File: config.mk
export PLATFORM = sky130hd
export DESIGN_NAME = bomt_transceiver
export DESIGN_NICKNAME = d
export VERILOG_FILES = /design/src/bomt_transceiver.v
export VERILOG_INCLUDE_DIRS = /design/src
export SDC_FILE = /design/constraint.sdc
export NUM_CORES = 1
export LEC_CHECK = 0
export BUFFER_PORTS_ARGS = -buffer_cell sky130_fd_sc_hd__buf_4
export CAP_MARGIN = 20
export CORE_UTILIZATION = 59
export DETAILED_ROUTE_END_ITERATION = 6
export GPL_ROUTABILITY_DRIVEN = 0
export PLACE_DENSITY = 0.75
export SYNTH_ARGS = -nofsm -noshare
export SYNTH_HDL_FRONTEND = slang
export SYNTH_SLANG_ARGS = --single-unit
File: constraint.sdc
create_clock -name clock -period 4.1 [get_ports clock]
set_input_delay 0.41 -clock clock [delete_from_list [all_inputs] [get_ports clock]]
set_output_delay 0.41 -clock clock [all_outputs]
set_load 0.01 [all_outputs]
File: src/bomt_defs.vh
`ifndef BOMT_DEFS_VH
`define BOMT_DEFS_VH
// ****************************************
// register offsets
// ****************************************
`define BOMT_ADDR_CTRL     8'h0_0A0
`define BOMT_ADDR_TXCW     8'h0_0A1
`define BOMT_ADDR_RXCW     8'h0_0A2
`define BOMT_ADDR_STAT     8'h0_0A3
// ****************************************
// control field positions and values
// ****************************************
`define BOMT_CTRL_RST      8'h0_000
`define BOMT_RX_EN_BIT     7
`define BOMT_RX_INTEG_BIT  6
`define BOMT_LEN_1         2'h0
`define BOMT_LEN_10        2'h1
`define BOMT_LEN_25        2'h2
`define BOMT_LEN_CONT      2'h3
`define BOMT_CNT_1         5'h0_001
`define BOMT_CNT_10        5'h0_00A
`define BOMT_CNT_25        5'h0_019
// ****************************************
// pattern layout
// ****************************************
`define BOMT_FLAG_BYTE     8'h0_0FF
`define BOMT_PAT_BITS      5'h0_010
`define BOMT_ABORT_BITS    4'h8
`endif

File: src/bomt_transceiver.v
// Decided for this implementation: the strobed register port.
`include "bomt_defs.vh"
`timescale 1ns/10ps
`default_nettype none
module bomt_transceiver (
  // clock and reset
  input  wire       clock,
  input  wire       srst,
  // register port
  input  wire [7:0] reg_addr,
  input  wire [7:0] reg_wdata,
  input  wire       reg_wr,
  input  wire       reg_rd,
  output reg  [7:0] reg_rdata_q,
  // link bit timing, one pulse per data link bit
  input  wire       tx_bit_tick,
  input  wire       rx_bit_tick,
  input  wire       rx_bit,
  // first data link controller
  input  wire       dl_tx_bit,
  input  wire       dl_buf_empty,
  input  wire       dl_out_idle,
  input  wire       prm_pending,
  // outputs
  output reg        tx_bit_q,
  output reg        dl_suspend_q,
  output reg        tx_msg_irq_q,
  output reg        rx_msg_irq_q
);
  // ****************************************
  // registers
  // ****************************************
  reg [7:0] ctrl_q;
  reg [5:0] txcw_q;
  reg [5:0] rxcw_q;
  reg       valid_q;
  reg       lost_q;
  wire [1:0] tx_len  = ctrl_q[3:2];
  wire [1:0] tx_mode = ctrl_q[1:0];
  wire [1:0] rx_len  = ctrl_q[5:4];
  wire       rx_en   = ctrl_q[`BOMT_RX_EN_BIT];
  wire       integ   = ctrl_q[`BOMT_RX_INTEG_BIT];
  wire       tx_on   = tx_mode[1];
  wire       wr_tx   = reg_wr && reg_addr == `BOMT_ADDR_TXCW && tx_on;

  // length field to pattern count
  function [4:0] len_cnt;
    input [1:0] len;
    begin
      case (len)
        `BOMT_LEN_10: len_cnt = `BOMT_CNT_10;
        `BOMT_LEN_25: len_cnt = `BOMT_CNT_25;
        `BOMT_LEN_1:  len_cnt = `BOMT_CNT_1;
        // continuous mode has no count of its own
        default:      len_cnt = `BOMT_CNT_1;
      endcase
    end
  endfunction

  // ****************************************
  // transmitter
  // ****************************************
  localparam TX_IDLE  = 2'd0;
  localparam TX_ABORT = 2'd1;
  localparam TX_SEND  = 2'd2;
  reg [1:0]  tx_st_q;
  reg [15:0] tx_sh_q;
  reg [4:0]  tx_bit_cnt_q;
  reg [4:0]  tx_pat_cnt_q;
  reg [3:0]  abort_cnt_q;
  reg        pend_q;
  reg [5:0]  pend_cw_q;
  wire [15:0] pattern = {1'b0, pend_cw_q, 1'b0, `BOMT_FLAG_BYTE};
  reg  dl_busy;
  reg  may_go;
  reg  pat_end;
  reg  yield;
  // active from the write until the last pattern has left
  wire tx_active = tx_st_q != TX_IDLE || pend_q;

  // arbitration against report traffic and the link buffer
  always @* begin
    dl_busy = !dl_buf_empty || !dl_out_idle;
    may_go  = 1'b0;
    yield   = 1'b0;
    pat_end = 1'b0;
    if (prm_pending) begin
      // report messages always go first
      may_go = 1'b0;
      yield  = 1'b1;
    end else if (tx_mode[0]) begin
      // buffer priority: wait for an empty, idle buffer
      may_go = !dl_busy;
      yield  = dl_busy;
    end else begin
      // message priority: go now, the buffer output is cut short
      may_go = 1'b1;
    end
    if (tx_bit_tick && tx_bit_cnt_q == `BOMT_PAT_BITS - 5'd1)
      pat_end = 1'b1;
  end

  // channel output: message bits while sending, else the buffer's bit
  always @(posedge clock) begin
    if (srst) begin
      tx_bit_q <= 1'b1;
    end else if (tx_bit_tick) begin
      if (tx_st_q == TX_SEND)
        tx_bit_q <= tx_sh_q[0];
      else
        tx_bit_q <= dl_tx_bit;
    end
  end

  // message sequencer; the new codeword waits in pend until it can start
  always @(posedge clock) begin
    if (srst) begin
      tx_st_q      <= TX_IDLE;
      tx_sh_q      <= 16'h0_000;
      tx_bit_cnt_q <= 5'h0_000;
      tx_pat_cnt_q <= 5'h0_000;
      abort_cnt_q  <= 4'h0;
      pend_q       <= 1'b0;
      pend_cw_q    <= 6'h0_000;
      txcw_q       <= 6'h0_000;
      tx_msg_irq_q <= 1'b0;
      dl_suspend_q <= 1'b0;
    end else begin
      tx_msg_irq_q <= 1'b0;
      if (wr_tx) begin
        pend_q    <= 1'b1;
        pend_cw_q <= reg_wdata[5:0];
        txcw_q    <= reg_wdata[5:0];
      end
      // a message left pending when the transmitter is turned off is dropped
      if (!tx_on)
        pend_q <= 1'b0;
      case (tx_st_q)
        TX_IDLE: begin
          dl_suspend_q <= 1'b0;
          if (pend_q && !wr_tx && may_go && tx_on) begin
            // message priority cuts buffer output short, limited to 8 bits
            tx_st_q      <= tx_mode[0] ? TX_SEND : TX_ABORT;
            dl_suspend_q <= 1'b1;
            abort_cnt_q  <= 4'h0;
            tx_sh_q      <= pattern;
            tx_bit_cnt_q <= 5'h0_000;
            tx_pat_cnt_q <= 5'h0_000;
            pend_q       <= 1'b0;
            tx_msg_irq_q <= 1'b1;
          end
        end
        TX_ABORT: begin
          // give the buffer framer a short grace, then send
          if (tx_bit_tick) begin
            abort_cnt_q <= abort_cnt_q + 4'h1;
            if (dl_out_idle || abort_cnt_q == `BOMT_ABORT_BITS - 4'h1)
              tx_st_q <= TX_SEND;
          end
        end
        TX_SEND: begin
          if (tx_bit_tick) begin
            tx_sh_q      <= {tx_sh_q[0], tx_sh_q[15:1]};
            tx_bit_cnt_q <= tx_bit_cnt_q + 5'h0_001;
          end
          if (pat_end) begin
            tx_bit_cnt_q <= 5'h0_000;
            tx_pat_cnt_q <= tx_pat_cnt_q + 5'h0_001;
            if (tx_len == `BOMT_LEN_CONT) begin
              if (yield) begin
                tx_st_q <= TX_IDLE;
                pend_q  <= 1'b1;    // resume after the other traffic
              end
            end else if (tx_pat_cnt_q + 5'h0_001 >= len_cnt(tx_len))
              tx_st_q <= TX_IDLE;
          end
          if (!tx_on)
            tx_st_q <= TX_IDLE;
        end
        default: tx_st_q <= TX_IDLE;
      endcase
    end
  end

  // ****************************************
  // receiver
  // ****************************************
  reg [15:0] rx_sh_q;
  reg [4:0]  rx_gap_q;     // bits since last pattern end, saturating
  reg [5:0]  last_cw_q;
  reg        have_last_q;
  reg [4:0]  run_q;
  reg        rx_active_q;
  wire [15:0] rx_win = {rx_bit, rx_sh_q[15:1]};
  wire        hit    = rx_bit_tick && rx_en &&
                       rx_win[7:0] == `BOMT_FLAG_BYTE && !rx_win[8] && !rx_win[15];
  wire [5:0]  cw     = rx_win[14:9];
  wire        same   = have_last_q && cw == last_cw_q;
  // integration: only back-to-back identical patterns count
  wire        adj    = rx_gap_q == `BOMT_PAT_BITS - 5'd1;
  wire        counts = !integ || (same && adj);
  wire [4:0]  need   = len_cnt(rx_len);
  reg  [4:0]  run_n;
  reg         qual;

  // next run length and qualification for the pattern now completing
  always @* begin
    run_n = 5'h0_000;
    qual  = 1'b0;
    if (same) begin
      // identical pattern extends the run; gapped ones stall under integration
      run_n = run_q + {4'h0, counts};
    end else begin
      // a different codeword starts a fresh run
      run_n = {4'h0, !integ};
    end
    if (hit) begin
      case (rx_len)
        `BOMT_LEN_CONT: begin
          // change mode: every new codeword qualifies at once
          qual = !same;
        end
        default: begin
          // count modes fire once, when the run first reaches the target
          if (run_n == need && !(same && run_q >= need))
            qual = 1'b1;
        end
      endcase
    end
  end
  wire        rd_rx  = reg_rd && reg_addr == `BOMT_ADDR_RXCW;

  // pattern search and qualification
  always @(posedge clock) begin
    if (srst) begin
      rx_sh_q      <= 16'h0_000;
      rx_gap_q     <= 5'h0_000;
      last_cw_q    <= 6'h0_000;
      have_last_q  <= 1'b0;
      run_q        <= 5'h0_000;
      rx_active_q  <= 1'b0;
      rxcw_q       <= 6'h0_000;
      valid_q      <= 1'b0;
      lost_q       <= 1'b0;
      rx_msg_irq_q <= 1'b0;
    end else begin
      rx_msg_irq_q <= 1'b0;
      if (rd_rx)
        valid_q <= 1'b0;
      if (!rx_en) begin
        have_last_q <= 1'b0;
        run_q       <= 5'h0_000;
        rx_active_q <= 1'b0;
      end else if (rx_bit_tick) begin
        rx_sh_q <= rx_win;
        if (rx_gap_q != 5'h1_F)
          rx_gap_q <= rx_gap_q + 5'h0_001;
        if (hit) begin
          rx_gap_q    <= 5'h0_000;
          last_cw_q   <= cw;
          have_last_q <= 1'b1;
          run_q       <= run_n;
          rx_active_q <= !qual && need != `BOMT_CNT_1;
          if (qual) begin
            rxcw_q       <= cw;
            rx_msg_irq_q <= 1'b1;
            valid_q      <= 1'b1;         // set wins over read
            if (valid_q && !rd_rx)
              lost_q <= 1'b1;
          end
        end
      end
      // a read reports the flag, so it always clears it
      if (rd_rx)
        lost_q <= 1'b0;
    end
  end

  // ****************************************
  // register port
  // ****************************************
  reg  [7:0] rd_mux;
  wire       wr_ctrl = reg_wr && reg_addr == `BOMT_ADDR_CTRL;

  // control register; codeword and status offsets are not writable here
  always @(posedge clock) begin
    if (srst) begin
      ctrl_q <= `BOMT_CTRL_RST;
    end else if (wr_ctrl) begin
      ctrl_q <= reg_wdata;
    end
  end

  // read selection; unmapped offsets read as zero
  always @* begin
    rd_mux = 8'h0_000;
    case (reg_addr)
      `BOMT_ADDR_CTRL: rd_mux = ctrl_q;
      `BOMT_ADDR_TXCW: rd_mux = {2'b00, txcw_q};
      `BOMT_ADDR_RXCW: rd_mux = {lost_q, valid_q, rxcw_q};
      `BOMT_ADDR_STAT: rd_mux = {tx_active, rx_active_q, 6'h0_000};
      default:         rd_mux = 8'h0_000;
    endcase
  end

  // read data stand for one cycle only, then return to zero
  always @(posedge clock) begin
    if (srst) begin
      reg_rdata_q <= 8'h0_000;
    end else if (reg_rd) begin
      reg_rdata_q <= rd_mux;
    end else begin
      reg_rdata_q <= 8'h0_000;
    end
  end
endmodule
`default_nettype wire

==> impl_metrics.env <==
export IMPL_status="finished clean"
export IMPL_worstPathRequired_ps=4390
export IMPL_ys_types=51
export IMPL_end_kind="register"
export IMPL_reg2regPathDepth=13
export IMPL_drt_initial_drc_count=151
export IMPL_drv_cap=0
export IMPL_dpl_instance_area_um2=5040
export IMPL_postSynthCellCount=569
export IMPL_clk_pin_slew_worst_paths_ps=90
export IMPL_fmax_mhz=292
export IMPL_hold_viol=0
export IMPL_synthFlopType="dfxtp_1"
export IMPL_cts_hold_buf=0
export IMPL_layout_cells_most_common="dfxtp_1"
export IMPL_min_path_type="input port to register"
export IMPL_final_layout_size_suffix_gt1_share_pct=11.6
export IMPL_timing_final_max_slew_violations=0
export IMPL_core_um2=7730
export IMPL_grt_max_degree=93
export IMPL_worstMarginPinSlew_ps=888
export IMPL_initial_core_util_pct=61.2
export IMPL_syn_area_um2=4730
export IMPL_final_cell_area_um2=5270
export IMPL_clk_latency_ps=360
export IMPL_relSlewSlack_pct=40.8
export IMPL_ant_nets=0
export IMPL_drc=0
export IMPL_clock_sinks=100
export IMPL_yosysWarnings=0
export IMPL_final_cell_mix="100 x dfxtp_1, 93 x nand2_1, 58 x nor2_1, 58 x a21oi_1, 41 x buf_4"
export IMPL_utilization_pct=68.2
export IMPL_die_area_um2=8370
export IMPL_area_delta_synth_final_pct=11.5
export IMPL_grt_pass1_vias=3661
export IMPL_holdPathStages=3
export IMPL_skew_ps=7.68
export IMPL_dp_hpwl_um=6720
export IMPL_grt_total_usage_pct=25.1
export IMPL_cts_repair_resized=0
export IMPL_setup_viol=0
export IMPL_via_per_inst=5.58
export IMPL_die_width_um=91.5
export IMPL_irDropWorstVdd_mv=0.259
export IMPL_row_count=32
export IMPL_post_route_period_util_pct=83.4
export IMPL_cellLeakagePower_nw=2.01
export IMPL_cp_arrival_ps=3710
export IMPL_yosysSeqAreaShare_pct=42.4
export IMPL_numPortBuffers=38
export IMPL_diodes=0
export IMPL_crit_type="register to register"
export IMPL_p_per_area_nw_per_um2=326
export IMPL_dp_cells=682
export IMPL_max_clock_path_buffers=2
export IMPL_die_y_um=91.5
export IMPL_antenna_found_initial=0
export IMPL_critical_path_max_fanout=9
export IMPL_avgSynthCellArea_um2=8.31
export IMPL_ios=39
export IMPL_synth_nets=618
export IMPL_root_buffer="clkbuf_8"
export IMPL_overflow=0
export IMPL_fin_cells=698
export IMPL_ys_ff_latch=100
export IMPL_routedWlPerCell_um=14.0
export IMPL_multiInputGateArea_um2=2550
export IMPL_async_flop_share_pct=0
export IMPL_vias=3893
export IMPL_regArea_um2=2000
export IMPL_cts_max_level=3
export IMPL_routed_wl_um=9780
export IMPL_worstSetupStartpointType="register"
export IMPL_fill_cells=646
export IMPL_tritoncts="done"
export IMPL_nets=640
export IMPL_min_period_ps=3420
export IMPL_dr_pass1_iters=4
export IMPL_rsz0062_at_grt="false"
export IMPL_fin_setup_tns_ps=0
export IMPL_cts_made_buffers=9
export IMPL_cts_setup_buffers=0
export IMPL_synth_edf_count=0
export IMPL_grt_pass1_wl_um=17000
[cell usage after synthesis, types with 4 or more instances]
master | count | area [um2]
a31oi_1 | 5 | 31.3
nor2b_1 | 6 | 37.5
nor2_1 | 58 | 218
dfxtp_1 | 100 | 2000
ha_1 | 22 | 275
xor2_1 | 8 | 70.1
nor3_1 | 15 | 75.1
mux2i_1 | 29 | 290
nand2_1 | 93 | 349
a211oi_1 | 5 | 37.5
inv_1 | 15 | 56.3
nand4_1 | 4 | 25.0
buf_2 | 4 | 20.0
a21oi_1 | 58 | 290
o21bai_1 | 7 | 52.6
nand2b_1 | 13 | 81.3
o21ai_0 | 19 | 95.1
clkbuf_1 | 24 | 90.1
a311oi_1 | 8 | 70.1
xnor2_1 | 11 | 96.3
nand3_1 | 17 | 85.1
[layout make-up]
class	instances	area share, %
multi-input cells	424	48.4
clock buffers	10	2.61
well taps	102	2.42
flip-flops and latches	100	38.0
repair buffers	41	5.84
inverters	15	1.07
clock inverters	6	1.66
[registers in the layout (all words and copies together) (netlist names), 2 cells and up]
register / cells
pend_cw_q: 6
rxcw_q: 6
rx_sh_q: 15
tx_sh_q: 16
ctrl_q: 8
run_q: 5
tx_bit_cnt_q: 5
tx_st_q: 2
last_cw_q: 6
tx_pat_cnt_q: 5
reg_rdata_q: 8
abort_cnt_q: 4
rx_gap_q: 5
[critical path, cell delays in order, from the launching register on]
cell,delay (ps)
dfxtp_1,360
xor2_1,160
or3_1,440
nor2_2,310
nand2_1,100
nand2_1,80
ha_1,200
ha_1,250
nand3_1,110
xnor2_1,300
nand2b_1,190
a211oi_1,100
a31oi_2,490
mux2i_1,260
[power breakdown]
group          leakage (nW)  internal (mW)  total [mW]  switching, mW
Sequential            0.805          0.971       0.971       0.000378
Combinational          1.09         0.0248      0.0551         0.0303
Clock                 0.116          0.360       0.694          0.333
[per-layer routing]
metal	GRT usage [%]	wire (um)	share of wire, %
met5	0	0	0
met3	5.19	456	4.7
met4	5.95	104	1.1
met2	39.5	4420	45
met1	35.0	4800	49
[worst paths after layout]
path	end	startpoint	slack [ps]
setup / recovery	rxcw_q[5]	rx_sh_q[12]	680
hold / removal	ctrl_q[1]	reg_wdata[1]	290
setup reg to reg	rxcw_q[5]	rx_sh_q[12]	680
hold reg to reg	tx_sh_q[7]	tx_sh_q[7]	450
[cell families (layout without fill, tap and decap cells)]
logic type               Yosys count  in the layout  share of synthesized area (%)
AO/OA/AOI/OAI                    117            117                           15.1
XOR/XNOR                          19             19                           3.52
adder cells (fa/ha/maj)           22             22                           5.82
buffers and inverters             45             72                           3.68
flip-flops                       100            100                           42.4
multiplexers                      30             30                           6.38
AND/OR/NAND/NOR                  236            236                           23.1
[per-stage QoR]
step | worst slack [ps] | hold slack [ps] | total power, mW
floorplan | 1190 | 420 | 1.02
global placement | 924 | 431 | 1.05
detailed placement | 758 | 441 | 1.05
CTS | 717 | 278 | 1.74
global route | 409 | 277 | 1.78
finish | 679 | 291 | 1.72
Note: power is estimated with default switching activity, not from simulation.
